[config.mk]
export PLATFORM = sky130hd
export DESIGN_NAME = la_trigger
export DESIGN_NICKNAME = d
export VERILOG_FILES = /design/src/design/la_pkg.sv /design/src/design/la_match.sv /design/src/design/la_evcnt.sv /design/src/design/la_trigger.sv
export SDC_FILE = /design/constraint.sdc
export NUM_CORES = 1
export LEC_CHECK = 0
export ABC_CLOCK_PERIOD_IN_PS = 4600
export BUFFER_PORTS_ARGS = -buffer_cell sky130_fd_sc_hd__buf_4
export CORE_UTILIZATION = 55
export DETAILED_ROUTE_END_ITERATION = 16
export PLACE_DENSITY = 0.79
export SETUP_SLACK_MARGIN = 0.05
export SLEW_MARGIN = 20
export SYNTH_ARGS = -nofsm -noshare
export SYNTH_HDL_FRONTEND = slang
export SYNTH_SLANG_ARGS = --single-unit
export TNS_END_PERCENT = 50
[constraint.sdc]
create_clock -name CLK -period 4.6 [get_ports CLK]
set_clock_uncertainty 0.2 [all_clocks]
set_input_delay 0.46 -clock CLK [delete_from_list [all_inputs] [get_ports CLK]]
set_output_delay 0.46 -clock CLK [all_outputs]
set_load 0.03 [all_outputs]
[src/design/la_pkg.sv]
// Shared constants and types for the logic analyzer trigger front end.
package la_pkg;
    // Register word indices on the Avalon-MM word address.
    localparam logic [5:0] LA_ADDR_CTRL = 6'h00;
    localparam logic [5:0] LA_ADDR_STATUS = 6'h01;
    localparam logic [5:0] LA_ADDR_INT_STAT = 6'h02;
    localparam logic [5:0] LA_ADDR_INT_EN = 6'h03;
    localparam logic [5:0] LA_ADDR_INT_CLR = 6'h04;
    localparam logic [5:0] LA_ADDR_CNT0 = 6'h05;
    localparam logic [5:0] LA_ADDR_CNT1 = 6'h06;
    localparam logic [5:0] LA_ADDR_PAT0 = 6'h10;
    localparam logic [5:0] LA_ADDR_PAT1 = 6'h20;
    localparam int LA_ADDR_W = 6;
    localparam int LA_PAT_SPAN = 16;

    // Control register fields.
    localparam int LA_CTRL_RUN = 0;
    localparam int LA_CTRL_TIN_POL = 1;
    localparam int LA_CTRL_TOUT_POL = 2;
    localparam int LA_CTRL_TIN_AND = 3;
    localparam int LA_CTRL_COND = 4;
    localparam int LA_CTRL_CMP0 = 8;
    localparam int LA_CTRL_CMP1 = 12;
    localparam logic [31:0] LA_CTRL_MASK = 32'h0000_777f;
    localparam logic [31:0] LA_CTRL_RST = 32'h0000_0000;

    // Status and interrupt bit positions.
    localparam int LA_ST_EV0 = 0;
    localparam int LA_ST_EV1 = 1;
    localparam int LA_ST_TRIG = 2;
    localparam int LA_ST_ARMED = 3;
    localparam int LA_ST_TIN = 4;
    localparam int LA_INT_W = 3;

    // Per-line pattern codes, eight lines to a word, four bits apart.
    localparam int LA_CODE_W = 3;
    localparam int LA_CODE_STRIDE = 4;
    localparam int LA_CODES_PER_WORD = 8;
    localparam logic [2:0] LA_CODE_ZERO = 3'h0;
    localparam logic [2:0] LA_CODE_ONE = 3'h1;
    localparam logic [2:0] LA_CODE_DC = 3'h2;
    localparam logic [2:0] LA_CODE_RISE = 3'h3;
    localparam logic [2:0] LA_CODE_FALL = 3'h4;
    localparam logic [2:0] LA_CODE_BOTH = 3'h5;
    localparam logic [31:0] LA_PAT_RST = 32'h2222_2222;

    // Pattern comparison modes.
    localparam logic [2:0] LA_CMP_EQ = 3'h0;
    localparam logic [2:0] LA_CMP_NE = 3'h1;
    localparam logic [2:0] LA_CMP_GT = 3'h2;
    localparam logic [2:0] LA_CMP_GE = 3'h3;
    localparam logic [2:0] LA_CMP_LT = 3'h4;
    localparam logic [2:0] LA_CMP_LE = 3'h5;

    // Trigger condition selections.
    localparam logic [2:0] LA_COND_EV0 = 3'h0;
    localparam logic [2:0] LA_COND_EV1 = 3'h1;
    localparam logic [2:0] LA_COND_AND = 3'h2;
    localparam logic [2:0] LA_COND_OR = 3'h3;
    localparam logic [2:0] LA_COND_SEQ = 3'h4;
    localparam logic [2:0] LA_COND_TIN = 3'h5;

    // Event counter limit width and reset value.
    localparam int LA_CNT_REG_W = 16;
    localparam logic [15:0] LA_CNT_RST = 16'h0001;

    // Build options for the trigger input and output.
    localparam int LA_TIN_NONE = 0;
    localparam int LA_TIN_PIN = 1;
    localparam int LA_TOUT_NONE = 0;
    localparam int LA_TOUT_PIN = 1;
    localparam int LA_TOUT_CHAIN = 2;

    typedef enum logic [2:0] {
        LA_IDLE = 3'b001,
        LA_ARMED = 3'b010,
        LA_FIRED = 3'b100
    } la_state_t;
endpackage

[src/design/la_match.sv]
// Per-line pattern matcher with equality and optional magnitude compare.
`timescale 1ns/1ps
module la_match import la_pkg::*; #(
    parameter int EDGE_N = 8,
    parameter int LEVEL_N = 8,
    parameter int MAG_EN = 1
) (
    input wire logic [EDGE_N+LEVEL_N-1:0] bus,
    input wire logic [EDGE_N+LEVEL_N-1:0] prev,
    input wire logic [(EDGE_N+LEVEL_N)*LA_CODE_W-1:0] codes,
    input wire logic [2:0] cmp,
    output logic match
);
    localparam int TW = EDGE_N + LEVEL_N;
    logic [TW-1:0] hit;
    logic [TW-1:0] val;
    logic eq;

    genvar i;
    generate
        for (i = 0; i < TW; i++) begin : g_line
            logic [2:0] c;
            assign c = codes[i*LA_CODE_W +: LA_CODE_W];
            assign val[i] = (c == LA_CODE_ONE);
            if (i < EDGE_N) begin : g_edge
                always_comb begin
                    unique case (c)
                        LA_CODE_ZERO: hit[i] = ~bus[i];
                        LA_CODE_ONE: hit[i] = bus[i];
                        LA_CODE_RISE: hit[i] = bus[i] & ~prev[i];
                        LA_CODE_FALL: hit[i] = ~bus[i] & prev[i];
                        LA_CODE_BOTH: hit[i] = bus[i] ^ prev[i];
                        default: hit[i] = 1'b1;
                    endcase
                end
            end else begin : g_level
                // Edge codes on a level line act as don't-care.
                always_comb begin
                    unique case (c)
                        LA_CODE_ZERO: hit[i] = ~bus[i];
                        LA_CODE_ONE: hit[i] = bus[i];
                        default: hit[i] = 1'b1;
                    endcase
                end
            end
        end
    endgenerate

    assign eq = &hit;

    always_comb begin
        match = eq;
        if (cmp == LA_CMP_NE) begin
            match = ~eq;
        end else if (MAG_EN != 0) begin
            unique case (cmp)
                LA_CMP_GT: match = bus > val;
                LA_CMP_GE: match = bus >= val;
                LA_CMP_LT: match = bus < val;
                LA_CMP_LE: match = bus <= val;
                default: match = eq;
            endcase
        end
    end
endmodule

[src/design/la_evcnt.sv]
// Event occurrence counter that flags an event after N pattern matches.
`timescale 1ns/1ps
module la_evcnt import la_pkg::*; #(
    parameter int CNT_W = 16
) (
    input wire logic clk,
    input wire logic rst_n,
    input wire logic ce,
    input wire logic clr,
    input wire logic hit,
    input wire logic [LA_CNT_REG_W-1:0] limit,
    output logic done
);
    localparam int CW = (CNT_W > 0) ? CNT_W : 1;
    logic [CW-1:0] count;
    logic [CW-1:0] next_count;
    logic next_done;
    logic [CW:0] inc;
    logic [CW-1:0] lim;

    assign lim = (limit[CW-1:0] == '0) ? CW'(1) : limit[CW-1:0];
    assign inc = {1'b0, count} + {{CW{1'b0}}, 1'b1};

    always_comb begin
        next_count = count;
        next_done = done;
        if (clr) begin
            next_count = '0;
            next_done = 1'b0;
        end else if (hit && !done) begin
            if (CNT_W == 0) begin
                next_done = 1'b1;
            end else begin
                next_count = inc[CW-1:0];
                if (inc >= {1'b0, lim}) begin
                    next_done = 1'b1;
                end
            end
        end
    end

    always_ff @(posedge clk or negedge rst_n) begin
        if (!rst_n) begin
            count <= '0;
            done <= 1'b0;
        end else if (ce) begin
            count <= next_count;
            done <= next_done;
        end
    end
endmodule

[src/design/la_trigger.sv]
// Trigger front end of the embedded logic analyzer with Avalon-MM registers.
//
// The address map and the Avalon-MM slave port were left to the implementer.
`timescale 1ns/1ps
module la_trigger import la_pkg::*; #(
    parameter int EDGE_N = 8,
    parameter int LEVEL_N = 8,
    parameter int CNT_W = 16,
    parameter int MAG_EN = 1,
    parameter int TIN_MODE = LA_TIN_PIN,
    parameter int TOUT_MODE = LA_TOUT_PIN
) (
    input wire logic CLK,
    input wire logic RST_N,
    input wire logic CE,
    input wire logic [EDGE_N+LEVEL_N-1:0] TRIG_BUS,
    input wire logic TRIG_IN,
    output logic TRIG_PIN,
    output logic TRIG_CHAIN,
    output logic IRQ,
    input wire logic [LA_ADDR_W-1:0] AVS_ADDRESS,
    input wire logic AVS_READ,
    input wire logic AVS_WRITE,
    input wire logic [31:0] AVS_WRITEDATA,
    input wire logic [3:0] AVS_BYTEENABLE,
    output logic [31:0] AVS_READDATA,
    output logic AVS_WAITREQUEST
);
    // Edge lines occupy the low bits, level lines the bits above them.
    localparam int TW = EDGE_N + LEVEL_N;
    localparam int PW = (TW + LA_CODES_PER_WORD - 1) / LA_CODES_PER_WORD;

    logic [31:0] ctrl;
    logic [31:0] next_ctrl;
    logic [LA_CNT_REG_W-1:0] cnt0;
    logic [LA_CNT_REG_W-1:0] next_cnt0;
    logic [LA_CNT_REG_W-1:0] cnt1;
    logic [LA_CNT_REG_W-1:0] next_cnt1;
    logic [LA_INT_W-1:0] int_en;
    logic [LA_INT_W-1:0] next_int_en;
    logic [LA_INT_W-1:0] int_stat;
    logic [LA_INT_W-1:0] next_int_stat;
    logic [31:0] pat0 [PW];
    logic [31:0] next_pat0 [PW];
    logic [31:0] pat1 [PW];
    logic [31:0] next_pat1 [PW];
    logic [31:0] rd_mux;
    logic [31:0] next_rdata;
    logic next_waitreq;
    logic wr_go;
    logic [LA_INT_W-1:0] clr_bits;

    logic [TW-1:0] bus_prev;
    logic [TW*LA_CODE_W-1:0] codes0;
    logic [TW*LA_CODE_W-1:0] codes1;
    logic match0;
    logic match1;
    logic pattern_event_zero;
    logic pattern_event_one;
    la_state_t state;
    la_state_t next_state;
    logic run;
    logic tin_act;
    logic cond;
    logic trig_lvl;
    logic next_pin;
    logic next_chain;
    logic next_irq;
    logic [LA_INT_W-1:0] ev_set;
    logic [LA_INT_W-1:0] ev_now;
    logic [LA_INT_W-1:0] ev_last;

    function automatic logic [31:0] la_merge(input logic [31:0] old,
                                             input logic [31:0] wd,
                                             input logic [3:0] be);
        logic [31:0] r;
        r = old;
        for (int b = 0; b < 4; b++) begin
            if (be[b]) begin
                r[b*8 +: 8] = wd[b*8 +: 8];
            end
        end
        return r;
    endfunction

    // Pattern code fields are unpacked per line into flat vectors.
    genvar i;
    generate
        for (i = 0; i < TW; i++) begin : g_codes
            assign codes0[i*LA_CODE_W +: LA_CODE_W] =
                pat0[i / LA_CODES_PER_WORD]
                    [(i % LA_CODES_PER_WORD) * LA_CODE_STRIDE +: LA_CODE_W];
            assign codes1[i*LA_CODE_W +: LA_CODE_W] =
                pat1[i / LA_CODES_PER_WORD]
                    [(i % LA_CODES_PER_WORD) * LA_CODE_STRIDE +: LA_CODE_W];
        end
    endgenerate

    la_match #(
        .EDGE_N(EDGE_N),
        .LEVEL_N(LEVEL_N),
        .MAG_EN(MAG_EN)
    ) u_match0 (
        .bus(TRIG_BUS),
        .prev(bus_prev),
        .codes(codes0),
        .cmp(ctrl[LA_CTRL_CMP0 +: 3]),
        .match(match0)
    );

    la_match #(
        .EDGE_N(EDGE_N),
        .LEVEL_N(LEVEL_N),
        .MAG_EN(MAG_EN)
    ) u_match1 (
        .bus(TRIG_BUS),
        .prev(bus_prev),
        .codes(codes1),
        .cmp(ctrl[LA_CTRL_CMP1 +: 3]),
        .match(match1)
    );

    // In sequence mode the first event only counts once the second is seen.
    la_evcnt #(
        .CNT_W(CNT_W)
    ) u_cnt0 (
        .clk(CLK),
        .rst_n(RST_N),
        .ce(CE),
        .clr(state == LA_IDLE),
        .hit(match0 && state == LA_ARMED &&
             (ctrl[LA_CTRL_COND +: 3] != LA_COND_SEQ || pattern_event_one)),
        .limit(cnt0),
        .done(pattern_event_zero)
    );

    la_evcnt #(
        .CNT_W(CNT_W)
    ) u_cnt1 (
        .clk(CLK),
        .rst_n(RST_N),
        .ce(CE),
        .clr(state == LA_IDLE),
        .hit(match1 && state == LA_ARMED),
        .limit(cnt1),
        .done(pattern_event_one)
    );

    // Register bus: one wait state, request taken when waitrequest is low.
    assign wr_go = AVS_WRITE && !AVS_WAITREQUEST;
    assign clr_bits = (wr_go && AVS_ADDRESS == LA_ADDR_INT_CLR) ?
                      AVS_WRITEDATA[LA_INT_W-1:0] : '0;

    always_comb begin
        rd_mux = '0;
        unique case (AVS_ADDRESS)
            LA_ADDR_CTRL: rd_mux = ctrl;
            LA_ADDR_STATUS: begin
                rd_mux[LA_ST_EV0] = pattern_event_zero;
                rd_mux[LA_ST_EV1] = pattern_event_one;
                rd_mux[LA_ST_TRIG] = (state == LA_FIRED);
                rd_mux[LA_ST_ARMED] = (state == LA_ARMED);
                rd_mux[LA_ST_TIN] = tin_act;
            end
            LA_ADDR_INT_STAT: rd_mux[LA_INT_W-1:0] = int_stat;
            LA_ADDR_INT_EN: rd_mux[LA_INT_W-1:0] = int_en;
            LA_ADDR_CNT0: rd_mux[LA_CNT_REG_W-1:0] = cnt0;
            LA_ADDR_CNT1: rd_mux[LA_CNT_REG_W-1:0] = cnt1;
            default: begin
                for (int w = 0; w < PW; w++) begin
                    if (AVS_ADDRESS == LA_ADDR_PAT0 + LA_ADDR_W'(w)) begin
                        rd_mux = pat0[w];
                    end
                    if (AVS_ADDRESS == LA_ADDR_PAT1 + LA_ADDR_W'(w)) begin
                        rd_mux = pat1[w];
                    end
                end
            end
        endcase
    end

    always_comb begin
        next_waitreq = AVS_WAITREQUEST ? !(AVS_READ || AVS_WRITE) : 1'b1;
        next_rdata = (AVS_WAITREQUEST && AVS_READ) ? rd_mux : AVS_READDATA;
        next_ctrl = ctrl;
        next_cnt0 = cnt0;
        next_cnt1 = cnt1;
        next_int_en = int_en;
        next_pat0 = pat0;
        next_pat1 = pat1;
        if (wr_go) begin
            unique case (AVS_ADDRESS)
                LA_ADDR_CTRL:
                    next_ctrl = la_merge(ctrl, AVS_WRITEDATA, AVS_BYTEENABLE)
                                & LA_CTRL_MASK;
                LA_ADDR_CNT0:
                    next_cnt0 = LA_CNT_REG_W'(
                        la_merge({16'h0000, cnt0}, AVS_WRITEDATA,
                                 AVS_BYTEENABLE));
                LA_ADDR_CNT1:
                    next_cnt1 = LA_CNT_REG_W'(
                        la_merge({16'h0000, cnt1}, AVS_WRITEDATA,
                                 AVS_BYTEENABLE));
                LA_ADDR_INT_EN:
                    if (AVS_BYTEENABLE[0]) begin
                        next_int_en = AVS_WRITEDATA[LA_INT_W-1:0];
                    end
                default: begin
                    for (int w = 0; w < PW; w++) begin
                        if (AVS_ADDRESS == LA_ADDR_PAT0 + LA_ADDR_W'(w)) begin
                            next_pat0[w] = la_merge(pat0[w], AVS_WRITEDATA,
                                                    AVS_BYTEENABLE);
                        end
                        if (AVS_ADDRESS == LA_ADDR_PAT1 + LA_ADDR_W'(w)) begin
                            next_pat1[w] = la_merge(pat1[w], AVS_WRITEDATA,
                                                    AVS_BYTEENABLE);
                        end
                    end
                end
            endcase
        end
    end

    // Trigger input qualification and condition selection.
    assign run = ctrl[LA_CTRL_RUN];
    always_comb begin
        tin_act = 1'b0;
        if (TIN_MODE == LA_TIN_PIN) begin
            tin_act = ctrl[LA_CTRL_TIN_POL] ? TRIG_IN : !TRIG_IN;
        end
        unique case (ctrl[LA_CTRL_COND +: 3])
            LA_COND_EV0: cond = pattern_event_zero;
            LA_COND_EV1: cond = pattern_event_one;
            LA_COND_AND: cond = pattern_event_zero && pattern_event_one;
            LA_COND_OR: cond = pattern_event_zero || pattern_event_one;
            LA_COND_SEQ: cond = pattern_event_zero && pattern_event_one;
            LA_COND_TIN: cond = tin_act;
            default: cond = 1'b0;
        endcase
        if (TIN_MODE == LA_TIN_NONE) begin
            if (ctrl[LA_CTRL_COND +: 3] == LA_COND_TIN) begin
                cond = 1'b0;
            end
        end else if (ctrl[LA_CTRL_TIN_AND]) begin
            cond = cond && tin_act;
        end
    end

    always_comb begin
        next_state = state;
        unique case (state)
            LA_IDLE: if (run) next_state = LA_ARMED;
            LA_ARMED: if (!run) next_state = LA_IDLE;
                      else if (cond) next_state = LA_FIRED;
            LA_FIRED: if (!run) next_state = LA_IDLE;
        endcase
    end

    // Output stage, registered from the next state.
    always_comb begin
        trig_lvl = ctrl[LA_CTRL_TOUT_POL] ? (next_state == LA_FIRED)
                                          : (next_state != LA_FIRED);
        next_pin = 1'b0;
        next_chain = 1'b0;
        if (TOUT_MODE == LA_TOUT_PIN) begin
            next_pin = trig_lvl;
        end
        if (TOUT_MODE == LA_TOUT_CHAIN) begin
            next_chain = trig_lvl;
        end
        ev_now = {next_state == LA_FIRED, pattern_event_one,
                  pattern_event_zero};
        ev_set = ev_now & ~ev_last;
        next_int_stat = (int_stat & ~clr_bits) | ev_set;
        next_irq = |(next_int_stat & next_int_en);
    end

    always_ff @(posedge CLK or negedge RST_N) begin
        if (!RST_N) begin
            AVS_WAITREQUEST <= 1'b1;
            AVS_READDATA <= '0;
            ctrl <= LA_CTRL_RST;
            cnt0 <= LA_CNT_RST;
            cnt1 <= LA_CNT_RST;
            int_en <= '0;
            int_stat <= '0;
            ev_last <= '0;
            IRQ <= 1'b0;
            bus_prev <= '0;
            state <= LA_IDLE;
            TRIG_PIN <= 1'b0;
            TRIG_CHAIN <= 1'b0;
            for (int w = 0; w < PW; w++) begin
                pat0[w] <= LA_PAT_RST;
                pat1[w] <= LA_PAT_RST;
            end
        end else if (CE) begin
            AVS_WAITREQUEST <= next_waitreq;
            AVS_READDATA <= next_rdata;
            ctrl <= next_ctrl;
            cnt0 <= next_cnt0;
            cnt1 <= next_cnt1;
            int_en <= next_int_en;
            int_stat <= next_int_stat;
            ev_last <= ev_now;
            IRQ <= next_irq;
            bus_prev <= TRIG_BUS;
            state <= next_state;
            TRIG_PIN <= next_pin;
            TRIG_CHAIN <= next_chain;
            pat0 <= next_pat0;
            pat1 <= next_pat1;
        end
    end
endmodule

* Word-level counts from Yosys, hierarchy flattened
Cells that the tools add are included.
Storage, ports and cells: input port bits 64, register bits 262, logic and storage cells 378
Cells by class: magnitude comparators 10, muxes and demuxes 70, reductions and logical operators 93, add/subtract/negate cells 2, equal/unequal tests 111, bitwise operators 57
Operator list (count):
- $mux W32 | 4
- $eq A3 B3 Y1 const B | 40
- $mux W16 | 7
- $eq A3 B1 Y1 const B | 36
- $logic_not A3 Y1 | 33
- $pmux W1 S5 | 17
- $reduce_and A5 Y1 | 16
- $eq A3 B2 Y1 const B | 23
- $pmux W11 S4 | 1
- $add A16 B1 Y17 const B | 2
- $ge A17 B16 Y1 | 2
- $ge A16 B16 Y1 | 2
- $gt A16 B16 Y1 | 2
- $le A16 B16 Y1 | 2
- $logic_not A16 Y1 | 2
- $lt A16 B16 Y1 | 2
- $pmux W1 S2 | 16
- $reduce_and A16 Y1 | 2
- $not A1 Y1 | 27
- $mux W3 | 8
- $reduce_and A4 Y1 | 6
- $eq A6 B3 Y1 const B | 3
- $pmux W3 S6 | 1
- $and A1 B1 Y1 | 16
- 24 further kinds | 73

* Depth between registers and ports, before layout
word-level depth 13, mapped depth 15, gate-level depth less buffers 15

* By module
A second synthesis with hierarchy kept.
Second synthesis, totals: cells, all modules 1516, area, all modules 16031.6 um^2
Modules (own cells, without submodules):
- la_trigger | area each 10375.0 um^2, cells an instance 792, instances 1
- la_evcnt | area each 1460.2 um^2, cells an instance 164, instances 2
- la_match (u_match1) | area each 1402.6 um^2, cells an instance 200, instances 1
- la_match (u_match0) | area each 1333.8 um^2, cells an instance 196, instances 1

* Worst setup path after synthesis
No wires, ideal clock.
path type flip-flop to flip-flop, from register pat1, in the netlist codes1[23], to register u_cnt1.count[14], cell stages (with the launch flop) 11, setup time 0.127 ns, clock period less this slack 3.195 ns, path slack 1.405 ns, arrival 2.868 ns, buffers on the path 1, cell sequence dfrtp_1 > or3_1 > ha_1 > and4_1 > o21ai_0 > a311o_1 > a2111o_1 > o211ai_1 > or2_1 > buf_4 > mux2_1
On the way: word-level cells in the longest chain between the ends 9
Ends and longest elaborated chain:
- start, declared | line la_trigger.sv:45 | logic [31:0] pat1 [PW];
- start signal, assigned | line la_trigger.sv:312 | pat1 <= next_pat1;
- parallel branches: the longest is 4 deep, another holds $le A16 B16 Y1
- $mux W1 (*) | line la_match.sv:53 | if (cmp == LA_CMP_NE) begin
- $logic_and A1 B1 Y1 (*) | line la_trigger.sv:144 | .hit(match1 && state == LA_ARMED),
- $logic_and A1 B1 Y1 (*) | line la_evcnt.sv:30 | end else if (hit && !done) begin
- $reduce_bool A2 Y1 (no line) (*)
- $reduce_and A2 Y1 (no line) (*)
- end signal, assigned | line la_evcnt.sv:47 | count <= next_count;
- end, declared | line la_evcnt.sv:15 | logic [CW-1:0] count;
Mark *: on every way between the ends. A chain may end at the register's enable or synchronous reset.

* Final worst setup path
from register pat1, in the netlist codes1[14], to register u_cnt1.count[14]
The elaborated chain is that of the path after synthesis.

==> results.cfg <==
[timing]
rsz0062_at_grt = no
slew_headroom_pct = 30.8
hold_ws_ns = 0.0128
period_share_pct = 79.8
timing.fmax_mhz = 273
timing.final.ws_setup_ns = 0.931
setup_viol = 0
post-route-min-period_ns = 3.67
finalSetupTns_ns = 0
finalHoldViolCount = 0
worst_pin_slew_ns = 1.04
drv_slew = 0

[logic_synthesis]
synth_async_sr_flop_share_pct = 100
synth_fp_nets = 1684
synth_flop_cell = dfrtp_1
synth.cell_area_sq_um = 15200
synth.avg_cell_area_sq_um = 9.98
netlist_instances = 1522
ys_types = 75
yosys_warnings = 0
ys_seq_area_share_pct = 43.4
synth_edf_count = 0
synth_seq_cells = 262

[clock_network]
clock_latency_ns = 0.55
cts-root-buf = clkbuf_16
clockBufferDepth = 3
cts_buffers = 28
cts_resized = 0
clk_pin_slew_ns = 0.06
htree_levels = 1
cts_tree = yes
cts.sinks = 262

[floorplan]
ioPinCount = 100
dieArea_sq_um = 28300
die_y_microns = 168
start_util_pct = 56.2
rows = 60
die_w_microns = 168
coreArea_sq_um = 27000

[critical_path]
worstReg2RegStart = codes1[14]
crit_path_start = codes1[14]
startpoint_type = register
worstSetupPathType = register to register
crit_fanout = 17
r2r_end = u_cnt1.count[14]
arrival_ns = 3.90
r2r_cells = 10
r2r_setup_slack_ns = 0.93
crit_end = u_cnt1.count[14]
critPathRequiredTime_ns = 4.83
cp-end-kind = register

[layout]
fin_nets = 1812
fin_area_sq_um = 17600
drive_gt1_share_pct = 23.4
fillers = 2118
instances_no_fill = 2013
antenna_cells = 0
fin_util_pct = 65.2
area_growth_pct = 16.0
final_common_cell = dfrtp_1
final_cell_mix = dfrtp_1 (226), nand2_1 (168), mux2_2 (145)

[hold_path]
worstHoldStart = AVS_WRITEDATA[4]
timing.hold.worst.class = input port to register

[routing]
wl_per_cell_microns = 20.8
finalWirelength_microns = 41900
num_vias = 12700
via_per_inst = 6.31
drtAntennaViolNets = 0
firstDrtPassIters = 5
drtIter0Drc = 1133
drc_errors = 0

[power]
combPwrFrac_pct = 16.1
p_total_mw = 6.00
leakagePower_nw = 8.22
pwr-share-clk_pct = 39.9
ir_worst_vdd_v = 0.000338
switching_share_pct = 28.3
intPower_mw = 4.30
p_sw_mw = 1.70
seq_power_share_pct = 44.1
powerDensity_nw_per_um2 = 340

[placement]
dp.cells = 1927
gp_congestion = 0.955
post-place-ws_ns = 0.982
postPlaceCellArea_sq_um = 16300
dpl.hpwl_microns = 30100
numPortBuffers = 98

[job]
drv_cap = 0

[status]
status = completed

[grt]
grt_pass1_vias = 12500
track_usage_pct = 30.0
grt_max_degree = 131
grt_pass1_wl_microns = 67100
antenna_found_initial = 0
grt_overflow = 0
==> power by group through the flow <==
| stage | sequential (mW) | clock [mW] | combinational (mW) |
|---|---|---|---|
| global placement | 2.67 | 0 | 0.903 |
| CTS | 2.64 | 2.42 | 0.960 |
| floorplan | 2.76 | 0 | 0.433 |
| finish | 2.65 | 2.39 | 0.964 |
| global route | 2.67 | 2.50 | 1.05 |
| detailed placement | 2.68 | 0 | 0.928 |
==> area by class of cell <==
type | count | area [sq um] | area share, %
Tap cell | 341 | 427 | 2.42
Sequential cell | 262 | 6600 | 37.5
Multi-Input combinational cell | 1113 | 8020 | 45.5
Timing Repair Buffer | 150 | 1240 | 7.06
Inverter | 95 | 357 | 2.02
Clock buffer | 38 | 800 | 4.54
Clock inverter | 14 | 176 | 1.00
==> cells in the mapped netlist, drive strengths merged (8+ instances only) <==
library cell	number	share of area (%)
nor3	19	0.63
dfstp	36	6.2
or3b	10	0.58
ha	98	8.1
or3	18	0.74
a22oi	64	3.2
dfrtp	226	37
a21o	10	0.49
xor2	21	1.2
mux2	146	11
nor2b	16	0.66
nor4	10	0.41
nand2b	34	1.4
or2	15	0.62
a31oi	25	1.0
a211oi	18	0.89
inv	95	2.3
a31o	24	1.4
o21ai	89	2.9
a222oi	25	1.6
nor2	103	2.6
nand2	168	4.2
clkbuf	43	1.1
nand4	19	0.88
buf	9	0.45
nand3	24	0.79
and4	8	0.46
a21oi	64	2.1
==> worst min-delay path by stage <==
stage                                  to  cells after the start  slack, ns
after global placement    AVS_READDATA[0]                      2       0.27
after CTS                     bus_prev[6]                      3      0.001
after floorplan           AVS_READDATA[0]                      0      -0.04
after detailed placement  AVS_READDATA[1]                      2       0.29
final                             cnt0[4]                      3       0.01
after global routing              cnt1[4]                      3       0.03
==> timing repair <==
item,CTS,global route
endpoints found under the hold margin,199,0
setup buffers,0,0
hold buffers,34,0
==> critical path, cell delays in order, from the launching register on <==
cell,delay [ns]
dfrtp_1,0.41
or3_1,0.42
ha_1,0.32
and4_1,0.27
o21ai_0,0.12
a311o_1,0.36
a2111o_1,0.40
o211ai_1,0.10
buf_4,0.27
or2_1,0.32
mux2_1,0.35
==> kinds of logic (layout without fill, tap and decap cells) <==
| logic type | after synthesis | after routing | synth area share, % |
|---|---|---|---|
| other cells | 1 | 1 | 0.0247 |
| mux | 150 | 150 | 11.1 |
| buf+inv | 147 | 297 | 3.86 |
| fa+ha+maj | 98 | 98 | 8.07 |
| flops | 262 | 262 | 43.4 |
| xor+xnor | 23 | 23 | 1.33 |
| simple gates | 466 | 466 | 15.0 |
| compound gates | 375 | 375 | 17.2 |
==> sequential cells by signal, summed over array words and instances (netlist names), 3 cells and up <==
name and count:
cnt0 16, u_cnt1.count 16, codes1 48, pat1 16, ev_last 3, cnt1 16, u_cnt0.count 16, codes0 48
pat0 16, ctrl 13, AVS_READDATA 32, int_en 3, bus_prev 8, state 3, int_stat 3
==> per-layer routing <==
layer  up-vias  GRT usage (%)  wire length [microns]
met1      6265           39.0                  17300
li1       5839              -                      -
met2       489           51.3                  20600
met3       102           3.39                   2420
met5         -              0                      0
met4         0           11.7                   1610
Note: power is estimated with default switching activity, not from simulation.
